`src/rtl/tpps_pkg.sv`:
```
// Package with the register map and reset values of the port-7 pin select.
package tpps_pkg;
    // ************************************************************
    // Register indices; the byte address is four times the index.
    // ************************************************************
    localparam logic [9:0] TPPS_IDX_THREE_PHASE_CONTROL = 10'h348;
    localparam logic [9:0] TPPS_IDX_TIMER_TRIGGER_SELECT = 10'h383;
    localparam logic [9:0] TPPS_IDX_UPDOWN_FLAG = 10'h384;
    localparam logic [9:0] TPPS_IDX_TIMER2_MODE = 10'h398;
    localparam logic [9:0] TPPS_IDX_PORT7_DIRECTION = 10'h3EF;
    localparam logic [9:0] TPPS_IDX_PULLUP_CONTROL = 10'h3FD;
    localparam logic [9:0] TPPS_IDX_PORT7_DATA = 10'h300;
    localparam logic [9:0] TPPS_IDX_PIN_STATUS = 10'h301;

    // ************************************************************
    // Field positions.
    // ************************************************************
    localparam int TPPS_BIT_THREE_PHASE_MODE = 2;
    localparam int TPPS_BIT_TRIG_SEL_HI = 3;
    localparam int TPPS_BIT_TRIG_SEL_LO = 2;
    localparam int TPPS_BIT_TWO_PHASE_SEL = 5;
    localparam int TPPS_BIT_MODE_GATE = 4;
    localparam int TPPS_BIT_MODE_PULSE = 2;
    localparam int TPPS_BIT_PIN5 = 5;
    localparam int TPPS_BIT_PIN4 = 4;
    localparam int TPPS_BIT_PULLUP_P74_P77 = 7;

    // ************************************************************
    // Reset values.
    // ************************************************************
    localparam logic [7:0] TPPS_RST_THREE_PHASE_CONTROL = 8'h00;
    localparam logic [7:0] TPPS_RST_TIMER_TRIGGER_SELECT = 8'h00;
    localparam logic [7:0] TPPS_RST_UPDOWN_FLAG = 8'h00;
    localparam logic [7:0] TPPS_RST_TIMER2_MODE = 8'h00;
    localparam logic [7:0] TPPS_RST_PORT7_DIRECTION = 8'h00;
    localparam logic [7:0] TPPS_RST_PULLUP_CONTROL = 8'h00;
    localparam logic [1:0] TPPS_RST_PORT7_DATA = 2'h0;
    localparam logic [1:0] TPPS_RST_SYNC = 2'h0;
endpackage

```
`src/rtl/tpps_pin_select.sv`:
```
// Function selection for the two shared port-7 pins, bits 5 and 4.
//
// Added by the designer: the APB register port.
`timescale 1ns/1ps
`default_nettype none
module tpps_pin_select
    import tpps_pkg::*;
(
    input wire logic pclk,
    input wire logic presetn,
    input wire logic psel,
    input wire logic penable,
    input wire logic pwrite,
    input wire logic [11:0] paddr,
    input wire logic [31:0] pwdata,
    input wire logic [3:0] pstrb,
    output logic [31:0] prdata,
    output logic pready,
    output logic pslverr,
    input wire logic port7_bit5_pin_in,
    output logic port7_bit5_pin_out,
    output logic port7_bit5_pin_oe,
    output logic port7_bit5_pullup_en,
    input wire logic port7_bit4_pin_in,
    output logic port7_bit4_pin_out,
    output logic port7_bit4_pin_oe,
    output logic port7_bit4_pullup_en,
    input wire logic timer2_pulse,
    input wire logic w_phase,
    output logic timer2_input_pin,
    output logic timer2_updown_in,
    output logic timer2_two_phase_in,
    output logic [7:0] three_phase_control,
    output logic [7:0] timer_trigger_select,
    output logic [7:0] updown_flag,
    output logic [7:0] timer2_mode
);
    // ************************************************************
    // Address decode
    // ************************************************************
    // Each register is one aligned word, so the low address bits are zero.
    function automatic logic hit(input logic [11:0] addr,
                                 input logic [9:0] idx);
        hit = (addr == {idx, 2'b00});
    endfunction

    logic [7:0] port7_direction;
    logic [7:0] pullup_control;
    logic [1:0] port7_data;
    logic [1:0] pin_sync;
    logic [7:0] pin_status;

    wire setup_phase = psel && !penable;
    wire wr_en = psel && penable && pwrite && pstrb[0];
    wire hit_tpc = hit(paddr, TPPS_IDX_THREE_PHASE_CONTROL);
    wire hit_tts = hit(paddr, TPPS_IDX_TIMER_TRIGGER_SELECT);
    wire hit_udf = hit(paddr, TPPS_IDX_UPDOWN_FLAG);
    wire hit_tm = hit(paddr, TPPS_IDX_TIMER2_MODE);
    wire hit_dir = hit(paddr, TPPS_IDX_PORT7_DIRECTION);
    wire hit_pu = hit(paddr, TPPS_IDX_PULLUP_CONTROL);
    wire hit_dat = hit(paddr, TPPS_IDX_PORT7_DATA);
    wire hit_sts = hit(paddr, TPPS_IDX_PIN_STATUS);
    wire mapped = hit_tpc | hit_tts | hit_udf | hit_tm | hit_dir | hit_pu
        | hit_dat | hit_sts;

    // ************************************************************
    // Function selection
    // ************************************************************
    wire three_phase = three_phase_control[TPPS_BIT_THREE_PHASE_MODE];
    wire dir5 = port7_direction[TPPS_BIT_PIN5];
    wire dir4 = port7_direction[TPPS_BIT_PIN4];
    wire gate_mode = timer2_mode[TPPS_BIT_MODE_GATE];
    wire pulse_mode = timer2_mode[TPPS_BIT_MODE_PULSE];
    wire two_phase = updown_flag[TPPS_BIT_TWO_PHASE_SEL];
    wire trig_zero = !timer_trigger_select[TPPS_BIT_TRIG_SEL_HI]
        && !timer_trigger_select[TPPS_BIT_TRIG_SEL_LO];
    wire pullup_on = pullup_control[TPPS_BIT_PULLUP_P74_P77];

    // Count source needs no mode bit; gate and pulse use add it.
    wire sel5_timer_in = !three_phase && !dir5 && trig_zero;
    wire sel5_port_in = !three_phase && !dir5;
    wire sel5_port_out = !three_phase && dir5;
    // Pulse output overrides the direction bit of the pin.
    wire sel4_pulse = !three_phase && pulse_mode && !two_phase;
    wire sel4_port = !three_phase && !pulse_mode && !two_phase;
    wire sel4_port_in = sel4_port && !dir4;
    wire sel4_port_out = sel4_port && dir4;
    wire sel4_updown = !three_phase && !dir4 && gate_mode && !pulse_mode
        && !two_phase;
    wire sel4_two_phase = !three_phase && !dir4 && gate_mode && !pulse_mode
        && two_phase;

    wire next_p5_oe = three_phase || sel5_port_out;
    wire next_p5_out = three_phase ? w_phase : port7_data[1];
    wire next_p4_oe = three_phase || sel4_pulse || sel4_port_out;
    wire next_p4_out = three_phase ? w_phase
        : (sel4_pulse ? timer2_pulse : port7_data[0]);
    // A pull-up on a driven pin would only waste current.
    wire next_p5_pu = pullup_on && sel5_port_in;
    wire next_p4_pu = pullup_on && sel4_port_in;

    // Status bits report which selection each pin is in right now.
    assign pin_status = {
        sel4_port_out,
        three_phase,
        sel4_two_phase,
        sel4_updown,
        sel4_pulse,
        sel5_port_out,
        three_phase,
        sel5_timer_in
    };

    // Input bits read the synchronised pin, output bits the latch.
    wire [1:0] data_view = {dir5 ? port7_data[1] : pin_sync[1],
        dir4 ? port7_data[0] : pin_sync[0]};

    wire [7:0] rd_mux =
        hit_tpc ? three_phase_control :
        hit_tts ? timer_trigger_select :
        hit_udf ? updown_flag :
        hit_tm ? timer2_mode :
        hit_dir ? port7_direction :
        hit_pu ? pullup_control :
        hit_dat ? {2'b00, data_view, 4'h0} :
        hit_sts ? pin_status : 8'h00;

    // Pin levels are asynchronous, so logic reads only the second flop.
    tpps_pin_sync u_sync (
        .pclk(pclk),
        .presetn(presetn),
        .async_in({port7_bit5_pin_in, port7_bit4_pin_in}),
        .sync_out(pin_sync)
    );

    // ************************************************************
    // APB slave: zero wait states, error on unmapped access.
    // ************************************************************
    assign pready = 1'b1;
    assign pslverr = psel && penable && !mapped;

    // Read data is taken in the setup cycle, so the access phase needs no
    // wait state and the data stands until the next setup cycle.
    always_ff @(posedge pclk or negedge presetn) begin
        if (!presetn) begin
            prdata <= 32'h0000_0000;
        end else if (setup_phase) begin
            prdata <= {24'h00_0000, rd_mux};
        end
    end

    // Writes land at the access edge; only byte lane 0 carries a register,
    // so a write without its strobe is dropped without an error.
    always_ff @(posedge pclk or negedge presetn) begin
        if (!presetn) begin
            three_phase_control <= TPPS_RST_THREE_PHASE_CONTROL;
            timer_trigger_select <= TPPS_RST_TIMER_TRIGGER_SELECT;
            updown_flag <= TPPS_RST_UPDOWN_FLAG;
            timer2_mode <= TPPS_RST_TIMER2_MODE;
            port7_direction <= TPPS_RST_PORT7_DIRECTION;
            pullup_control <= TPPS_RST_PULLUP_CONTROL;
            port7_data <= TPPS_RST_PORT7_DATA;
        end else if (wr_en) begin
            if (hit_tpc) begin
                three_phase_control <= pwdata[7:0];
            end
            if (hit_tts) begin
                timer_trigger_select <= pwdata[7:0];
            end
            if (hit_udf) begin
                updown_flag <= pwdata[7:0];
            end
            if (hit_tm) begin
                timer2_mode <= pwdata[7:0];
            end
            if (hit_dir) begin
                port7_direction <= pwdata[7:0];
            end
            if (hit_pu) begin
                pullup_control <= pwdata[7:0];
            end
            if (hit_dat) begin
                port7_data <= pwdata[5:4];
            end
        end
    end

    // ************************************************************
    // Registered pin and timer-side outputs
    // ************************************************************
    // Timer inputs are held low while their function is not selected, so
    // the timer never sees a pin that belongs to another function.
    always_ff @(posedge pclk or negedge presetn) begin
        if (!presetn) begin
            port7_bit5_pin_out <= 1'b0;
            port7_bit5_pin_oe <= 1'b0;
            port7_bit5_pullup_en <= 1'b0;
            port7_bit4_pin_out <= 1'b0;
            port7_bit4_pin_oe <= 1'b0;
            port7_bit4_pullup_en <= 1'b0;
            timer2_input_pin <= 1'b0;
            timer2_updown_in <= 1'b0;
            timer2_two_phase_in <= 1'b0;
        end else begin
            port7_bit5_pin_out <= next_p5_out;
            port7_bit5_pin_oe <= next_p5_oe;
            port7_bit5_pullup_en <= next_p5_pu;
            port7_bit4_pin_out <= next_p4_out;
            port7_bit4_pin_oe <= next_p4_oe;
            port7_bit4_pullup_en <= next_p4_pu;
            timer2_input_pin <= sel5_timer_in && pin_sync[1];
            timer2_updown_in <= sel4_updown && pin_sync[0];
            timer2_two_phase_in <= sel4_two_phase && pin_sync[0];
        end
    end
endmodule
`default_nettype wire

```
`src/rtl/tpps_pin_sync.sv`:
```
// Two-flop synchroniser for the package pin inputs.
`timescale 1ns/1ps
`default_nettype none
module tpps_pin_sync
    import tpps_pkg::*;
(
    input wire logic pclk,
    input wire logic presetn,
    input wire logic [1:0] async_in,
    output logic [1:0] sync_out
);
    logic [1:0] meta;

    // The first stage feeds only the second stage.
    always_ff @(posedge pclk or negedge presetn) begin
        if (!presetn) begin
            meta <= TPPS_RST_SYNC;
            sync_out <= TPPS_RST_SYNC;
        end else begin
            meta <= async_in;
            sync_out <= meta;
        end
    end
endmodule
`default_nettype wire

```
`config.mk`:
```
export PLATFORM = sky130hd
export DESIGN_NAME = tpps_pin_select
export DESIGN_NICKNAME = d
export VERILOG_FILES = /design/src/rtl/tpps_pkg.sv /design/src/rtl/tpps_pin_select.sv /design/src/rtl/tpps_pin_sync.sv
export SDC_FILE = /design/constraint.sdc
export NUM_CORES = 1
export LEC_CHECK = 0
export BUFFER_PORTS_ARGS = -buffer_cell sky130_fd_sc_hd__buf_2
export CAP_MARGIN = 15
export CORE_ASPECT_RATIO = 1.25
export CORE_MARGIN = 8
export CORE_UTILIZATION = 45
export DETAILED_ROUTE_END_ITERATION = 10
export GPL_TIMING_DRIVEN = 0
export PLACE_DENSITY = 0.76
export SETUP_SLACK_MARGIN = 0.2
export SYNTH_ARGS = -nofsm -noshare
export SYNTH_HDL_FRONTEND = slang
export SYNTH_HIERARCHICAL = 1
export SYNTH_SLANG_ARGS = --single-unit
export TNS_END_PERCENT = 5
```
`constraint.sdc`:
```
create_clock -name pclk -period 1.4 [get_ports pclk]
set_input_delay 0.14 -clock pclk [delete_from_list [all_inputs] [get_ports pclk]]
set_output_delay 0.14 -clock pclk [all_outputs]
set_load 0.02 [all_outputs]
```
==> out/metrics.cfg, run 1 <==
[die]
core_sq_um=8100
dieArea_sq_um=11400
rows=37
die_y_um=117
io_pins=132
die_w_um=97.1
start_util_pct=45.7

[sta]
setup_violations=14
hold_violations=0
rsz0062_at_grt=yes
fin_crit_ps=1600
worstMarginPinSlew_ps=652
worst_slack_ps=-201
max_freq_mhz=624
setup_tns_ps=-776
maxSlewViolCount=0
relSlewSlack_pct=56.4
finClkSkew_ps=11.6
min_period_over_period_pct=114
whs_ps=19.6

[cells_and_area]
area_growth_pct=43.3
nFillCells=607
fin_util_pct=65.4
num_antenna_cells=0
drive_gt1_share_pct=51.8
seq_area_sq_um=1780
design_area_sq_um=5300
multi_input_area_sq_um=2120
nets=523

[detailed_routing]
wl_per_cell_um=21.9
drcViolationCount=0
via_per_inst=5.99
drt-total-wl_um=12400
ant_nets=0
dr.pass1.iters=5
drtIter0Drc=345
routed-via-count=3405

[global_route]
grt_usage_pct=21.0
grt_pass1_vias=3543
grt_pass1_wl_um=19200
antenna_found_initial=0
grt_start_max_net_pins=72
grt-ovfl-total=0

[synth]
synth_common_cells=dfrtp_1, mux2_2, buf_4
synth_area_sq_um=3700
synthesis.instances=327
synth.top_cell.area_share_pct=48.0
seq_area_frac_synth_pct=48.0
yosys_register_bits=71
synth_edf_count=0
yosysTopAreaCell=dfrtp_1
synth_ff_type=dfrtp_1
yosys_warnings=6
synth_area_leaders=dfrtp_1, mux2_2, buf_4
synth_cell_type_count=53
syn_area_per_cell_sq_um=11.3
yosys.cell_count.top_type=dfrtp_1
async_reset_ff_share_pct=100

[status]
outcome=finished with violations
failed_checks=negative setup slack

[worst_setup_path]
path_cells=buf_4 -> nor2b_1 -> nand4_1 -> a21oi_1 -> o41ai_2 -> a21oi_2
crit_required_ps=1630
worst_path_largest_cell_delay_ps=400
crit_slowest_cell=dfrtp_1
critPathMaxFanout=10
critPathKind=reg2reg
cp-end-kind=register
worstSetupStartpointType=register
worstPathArrival_ps=1840

[clocking]
clockBufferDepth=2
clkSlewWorstSetupHoldPaths_ps=70
cts_root_buf=clkbuf_8
cts_tree=yes
h-tree-depth=3
insertion_delay_ps=360
numCtsBuffers=9
clock_sinks=71

[place]
port-buffer-count=77
place_area_sq_um=4350
gp_congestion=0.921
dp_hpwl_um=7990

[worst_hold_path]
min_path_type=in2reg

[job]
drv_cap=0

[power_and_ir_drop]
leakagePower_nw=2.65
design_power_total_w=0.00441
cellPowerDensity_nw_per_um2=832
ir_worst_vdd_mv=0.653

## stage by stage
step / std cells / worst slack (ps)
after floorplan: 350 / -171
after global placement: 524 / -682
after detailed placement: 524 / -731
after CTS: 566 / -94.1
after global routing: 568 / -237
final: 568 / -201
## sequential cells by signal, summed over array words and instances (netlist names), 2 cells and up
name,flops
port7_data,2
u_sync/meta,2
u_sync/sync_out,2
three_phase_control,8
timer2_mode,8
prdata,8
pullup_control,8
port7_direction,8
updown_flag,8
timer_trigger_select,8
## layout make-up
class                   instances  area share [%]
inverters                       4           0.283
clock inverters                 3            1.23
plain buffers                  38            5.50
flip-flops and latches         71            33.5
multi-input cells             237            39.9
repair buffers                105            14.3
well taps                      97            2.29
clock buffers                  13            3.00
## metal layers
layer  up-vias  global-route usage (%)  share of wire (%)
met3        50                    6.40                9.2
met4         0                    12.0                4.8
met2       217                    34.2                 49
met1      1688                    24.0                 37
li1       1450                       -                  -
met5         -                       0                  0
## worst max-delay path: cells and delay by family (launching register included)
family,cells,cell delay (ps)
AND/OR/NAND/NOR,2,270
buffers and inverters,1,190
flip-flops,1,400
AO/OA/AOI/OAI,3,620
## logic make-up after synthesis
family	share of synthesized area [%]
AOI/OAI and AO/OA	11.2
buffers and inverters	7.00
DFF	48.0
muxes	16.1
other	0.203
and+or+nand+nor	17.4
## worst paths after layout
kind / cells past startpoint / to / start / slack [ps]
max: 6 / prdata[1]$_DFFE_PN0P_ / three_phase_control[2]$_DFFE_PN0P_ / -200
min: 3 / port7_bit5_pin_out$_DFF_PN0_ / w_phase / 20
max reg2reg: 6 / prdata[1]$_DFFE_PN0P_ / three_phase_control[2]$_DFFE_PN0P_ / -200
min reg2reg: 0 / u_sync/sync_out[1]$_DFF_PN0_ / u_sync/meta[1]$_DFF_PN0_ / 360
max in group asynchronous: 2 / timer2_mode[2]$_DFFE_PN0P_ / presetn / 580
min in group asynchronous: 2 / updown_flag[5]$_DFFE_PN0P_ / presetn / 360
## repair_timing
item | 4_1_cts | 5_1_grt
pin swaps | 22 | 12
buffers inserted | 23 | 2
endpoints found under the setup margin | 64 | 60
hold buffers | 3 | 0
gates resized for setup | 91 | 27
gates cloned | 0 | 0
endpoints found under the hold margin | 73 | 0
## cells in the final DEF (no fill, tap or decap), drive strengths merged, types with 3 or more instances in the layout
master	n
mux2	52
nor4	5
o221ai	4
inv	4
nor2b	5
o21ai	11
dlygate4sd3	3
nor3b	4
buf	133
and4	3
nor2	17
nand3	12
nand2	18
nor4b	3
clkbuf	20
dfrtp	71
a22o	3
o22ai	6
conb	25
a21oi	16
and3	5
nor3	3
a22oi	6
nand4	8
or3	4
## report_power, final
group / switching (W) / total (W) / internal, W
Sequential: 0.00000865 / 0.00207 / 0.00206
Clock: 0.000771 / 0.00187 / 0.00110
Combinational: 0.000279 / 0.000467 / 0.000189
Power figures use the tool's default switching activity.
==> run 2: changes to the inputs <==
- CORE_ASPECT_RATIO: 1.25 -> not set
==> run 2 against run 1 <==
Cell count rose by 1.1%. Count of clock-buffer cells in the layout shrank 3. Utilization is 1.2 points lower. Wire length down 4.4%. Non-clock buffer count is 2 lower. Clock power fell by 14%. The run still ends with negative setup slack left. Global-route usage shrank 0.90 points. Combinational power fell by 2%. Flip-flop and latch count is the same.
==> out/metrics.cfg, run 2 (synthesized netlist as in run 1, its figures left out) <==
[die]
die_w_um=107  ; +9.9%
core_sq_um=8090  ; -0.11%
io_pins=132  ; unchanged
die_y_um=107  ; -9.1%
rows=33  ; -11%
start_util_pct=45.7  ; +0.049 points
dieArea_sq_um=11400  ; -0.15%

[detailed_routing]
via_per_inst=5.76  ; -3.9%
drtIter0Drc=349  ; +1.2%
drt-total-wl_um=11900  ; -4.4%
wl_per_cell_um=20.7  ; -5.4%
drcViolationCount=0  ; unchanged
routed-via-count=3306  ; -2.9%
dr.pass1.iters=5  ; unchanged
ant_nets=0  ; unchanged

[worst_setup_path]
worstSetupStartpointType=input pin
cp-end-kind=output pin
path_cells=buf_2 -> or3b_4 -> nor3_4 -> o21ai_1 -> nor4b_4 -> buf_4
critPathKind=in2out
r2r_setup_slack_ps=-90  ; +110 ps
critPathMaxFanout=4  ; -6
crit_slowest_cell=or3b_4
crit_required_ps=1260  ; -370 ps
worst_path_largest_cell_delay_ps=450  ; +50 ps
worstPathArrival_ps=1410  ; -430 ps

[sta]
setup_violations=26  ; +12
rsz0062_at_grt=yes
maxSlewViolCount=0  ; unchanged
fin_crit_ps=1550  ; -52.8 ps
worst_slack_ps=-149  ; +52.8 ps
setup_tns_ps=-1570  ; -793 ps
relSlewSlack_pct=57.4  ; +0.96 points
hold_violations=0  ; unchanged
min_period_over_period_pct=111  ; -3.8 points
finClkSkew_ps=5.56  ; -6.08 ps
worstMarginPinSlew_ps=639  ; -13.1 ps
max_freq_mhz=646  ; +3.4%

[clocking]
numCtsBuffers=9  ; unchanged
clock_sinks=71  ; unchanged
cts_root_buf=clkbuf_8
clkSlewWorstSetupHoldPaths_ps=70  ; about the same
cts_tree=yes
h-tree-depth=3  ; unchanged
clockBufferDepth=2  ; unchanged
insertion_delay_ps=350  ; about the same

[global_route]
grt-ovfl-total=0  ; unchanged
grt_pass1_wl_um=18000  ; -6.0%
antenna_found_initial=0  ; unchanged
grt_usage_pct=20.1  ; -0.90 points
grt_start_max_net_pins=72  ; unchanged
grt_pass1_vias=3372  ; -4.8%

[place]
port-buffer-count=77  ; unchanged
gp_congestion=0.908  ; -1.5%
dp_hpwl_um=7780  ; -2.6%
dpl.cell_count=532  ; +1.5%
post-place-ws_ps=-718  ; +13.2 ps

[job]
drv_cap=0  ; unchanged

[status]
failed_checks=negative setup slack
outcome=finished with violations

[worst_hold_path]
min_path_type=in2reg

[cells_and_area]
nFillCells=626  ; +3.1%
num_antenna_cells=0  ; unchanged
area_growth_pct=40.7
instances_no_fill=574  ; +1.1%
nets=521  ; -0.38%
drive_gt1_share_pct=53.5  ; +1.7 points
final_cell_mix=dfrtp_1, buf_2, buf_4
final_common_cell=dfrtp_1

[power_and_ir_drop]
design_power_total_w=0.00414  ; -6.3%
ir_worst_vdd_mv=0.664  ; +1.6%
leakagePower_nw=2.57  ; -3.1%
cellPowerDensity_nw_per_um2=795  ; -4.5%

run 2: cell count changes in the layout (fill, tap and decap cells not counted), sizes merged:
cell / previous run / this run
clkinv: 1 / 4
clkinvlp: 0 / 1
clkbuf: 20 / 17
buf: 133 / 131
bufinv: 2 / 1
run 2: area by class of cell:
| class | instances | area, sq um | area share [%] |
|---|---|---|---|
| multi-input cells | 237 | 2090 | 40.1 |
| flip-flops and latches | 71 | 1780 | 34.2 |
| repair buffers | 103 | 688 | 13.2 |
| plain buffers | 38 | 312 | 5.99 |
| well taps | 105 | 131 | 2.53 |
| clock buffers | 10 | 128 | 2.45 |
| clock inverters | 6 | 61.3 | 1.18 |
| inverters | 4 | 15.0 | 0.289 |
run 2: per-stage QoR:
stage | utilization [%] | hold WS, ps | area, sq um
floorplan | - | -156 | 3840
global placement | 53.9 | 248 | 4360
detailed placement | 53.9 | 253 | 4360
CTS | 61.6 | 13.9 | 4980
global route | 64.3 | 39.2 | 5200
finish | 64.3 | 15.3 | 5200
run 2: critical path, delay by kind of cell:
| kind | cells | cell delay [ps] |
|---|---|---|
| simple gates | 3 | 850 |
| buf+inv | 2 | 300 |
| compound gates | 1 | 110 |
run 2: path summary, 6_finish.rpt:
kind,endpoint,start,cells past startpoint
setup / recovery,pslverr,paddr[1],6
hold / removal,port7_bit4_pin_out$_DFF_PN0_,w_phase,3
setup reg to reg,prdata[0]$_DFFE_PN0P_,three_phase_control[2]$_DFFE_PN0P_,5
hold reg to reg,u_sync/sync_out[1]$_DFF_PN0_,u_sync/meta[1]$_DFF_PN0_,0
max in group asynchronous,timer_trigger_select[3]$_DFFE_PN0P_,presetn,2
min in group asynchronous,u_sync/meta[1]$_DFF_PN0_,presetn,2
run 2: what timing repair did:
item	in CTS	in global routing
hold buffers	3	0
setup endpoints to repair	64	79
pin swaps	16	17
gates resized for setup	63	43
endpoints found under the hold margin	73	0
setup buffers	17	6
run 2: layer usage:
metal | global-route usage (%) | wire length (um) | vias to the layer above
met5 | 0 | 0 | -
met4 | 9.45 | 329 | 0
met3 | 4.02 | 895 | 33
met2 | 33.4 | 5820 | 182
met1 | 24.7 | 4820 | 1637
li1 | - | - | 1454
run 2: power by group:
group	switching, W	internal [W]	leakage [nW]
Combinational	0.000278	0.000178	1.50
Clock	0.000788	0.000817	0.0960
Sequential	0.0000102	0.00206	0.974
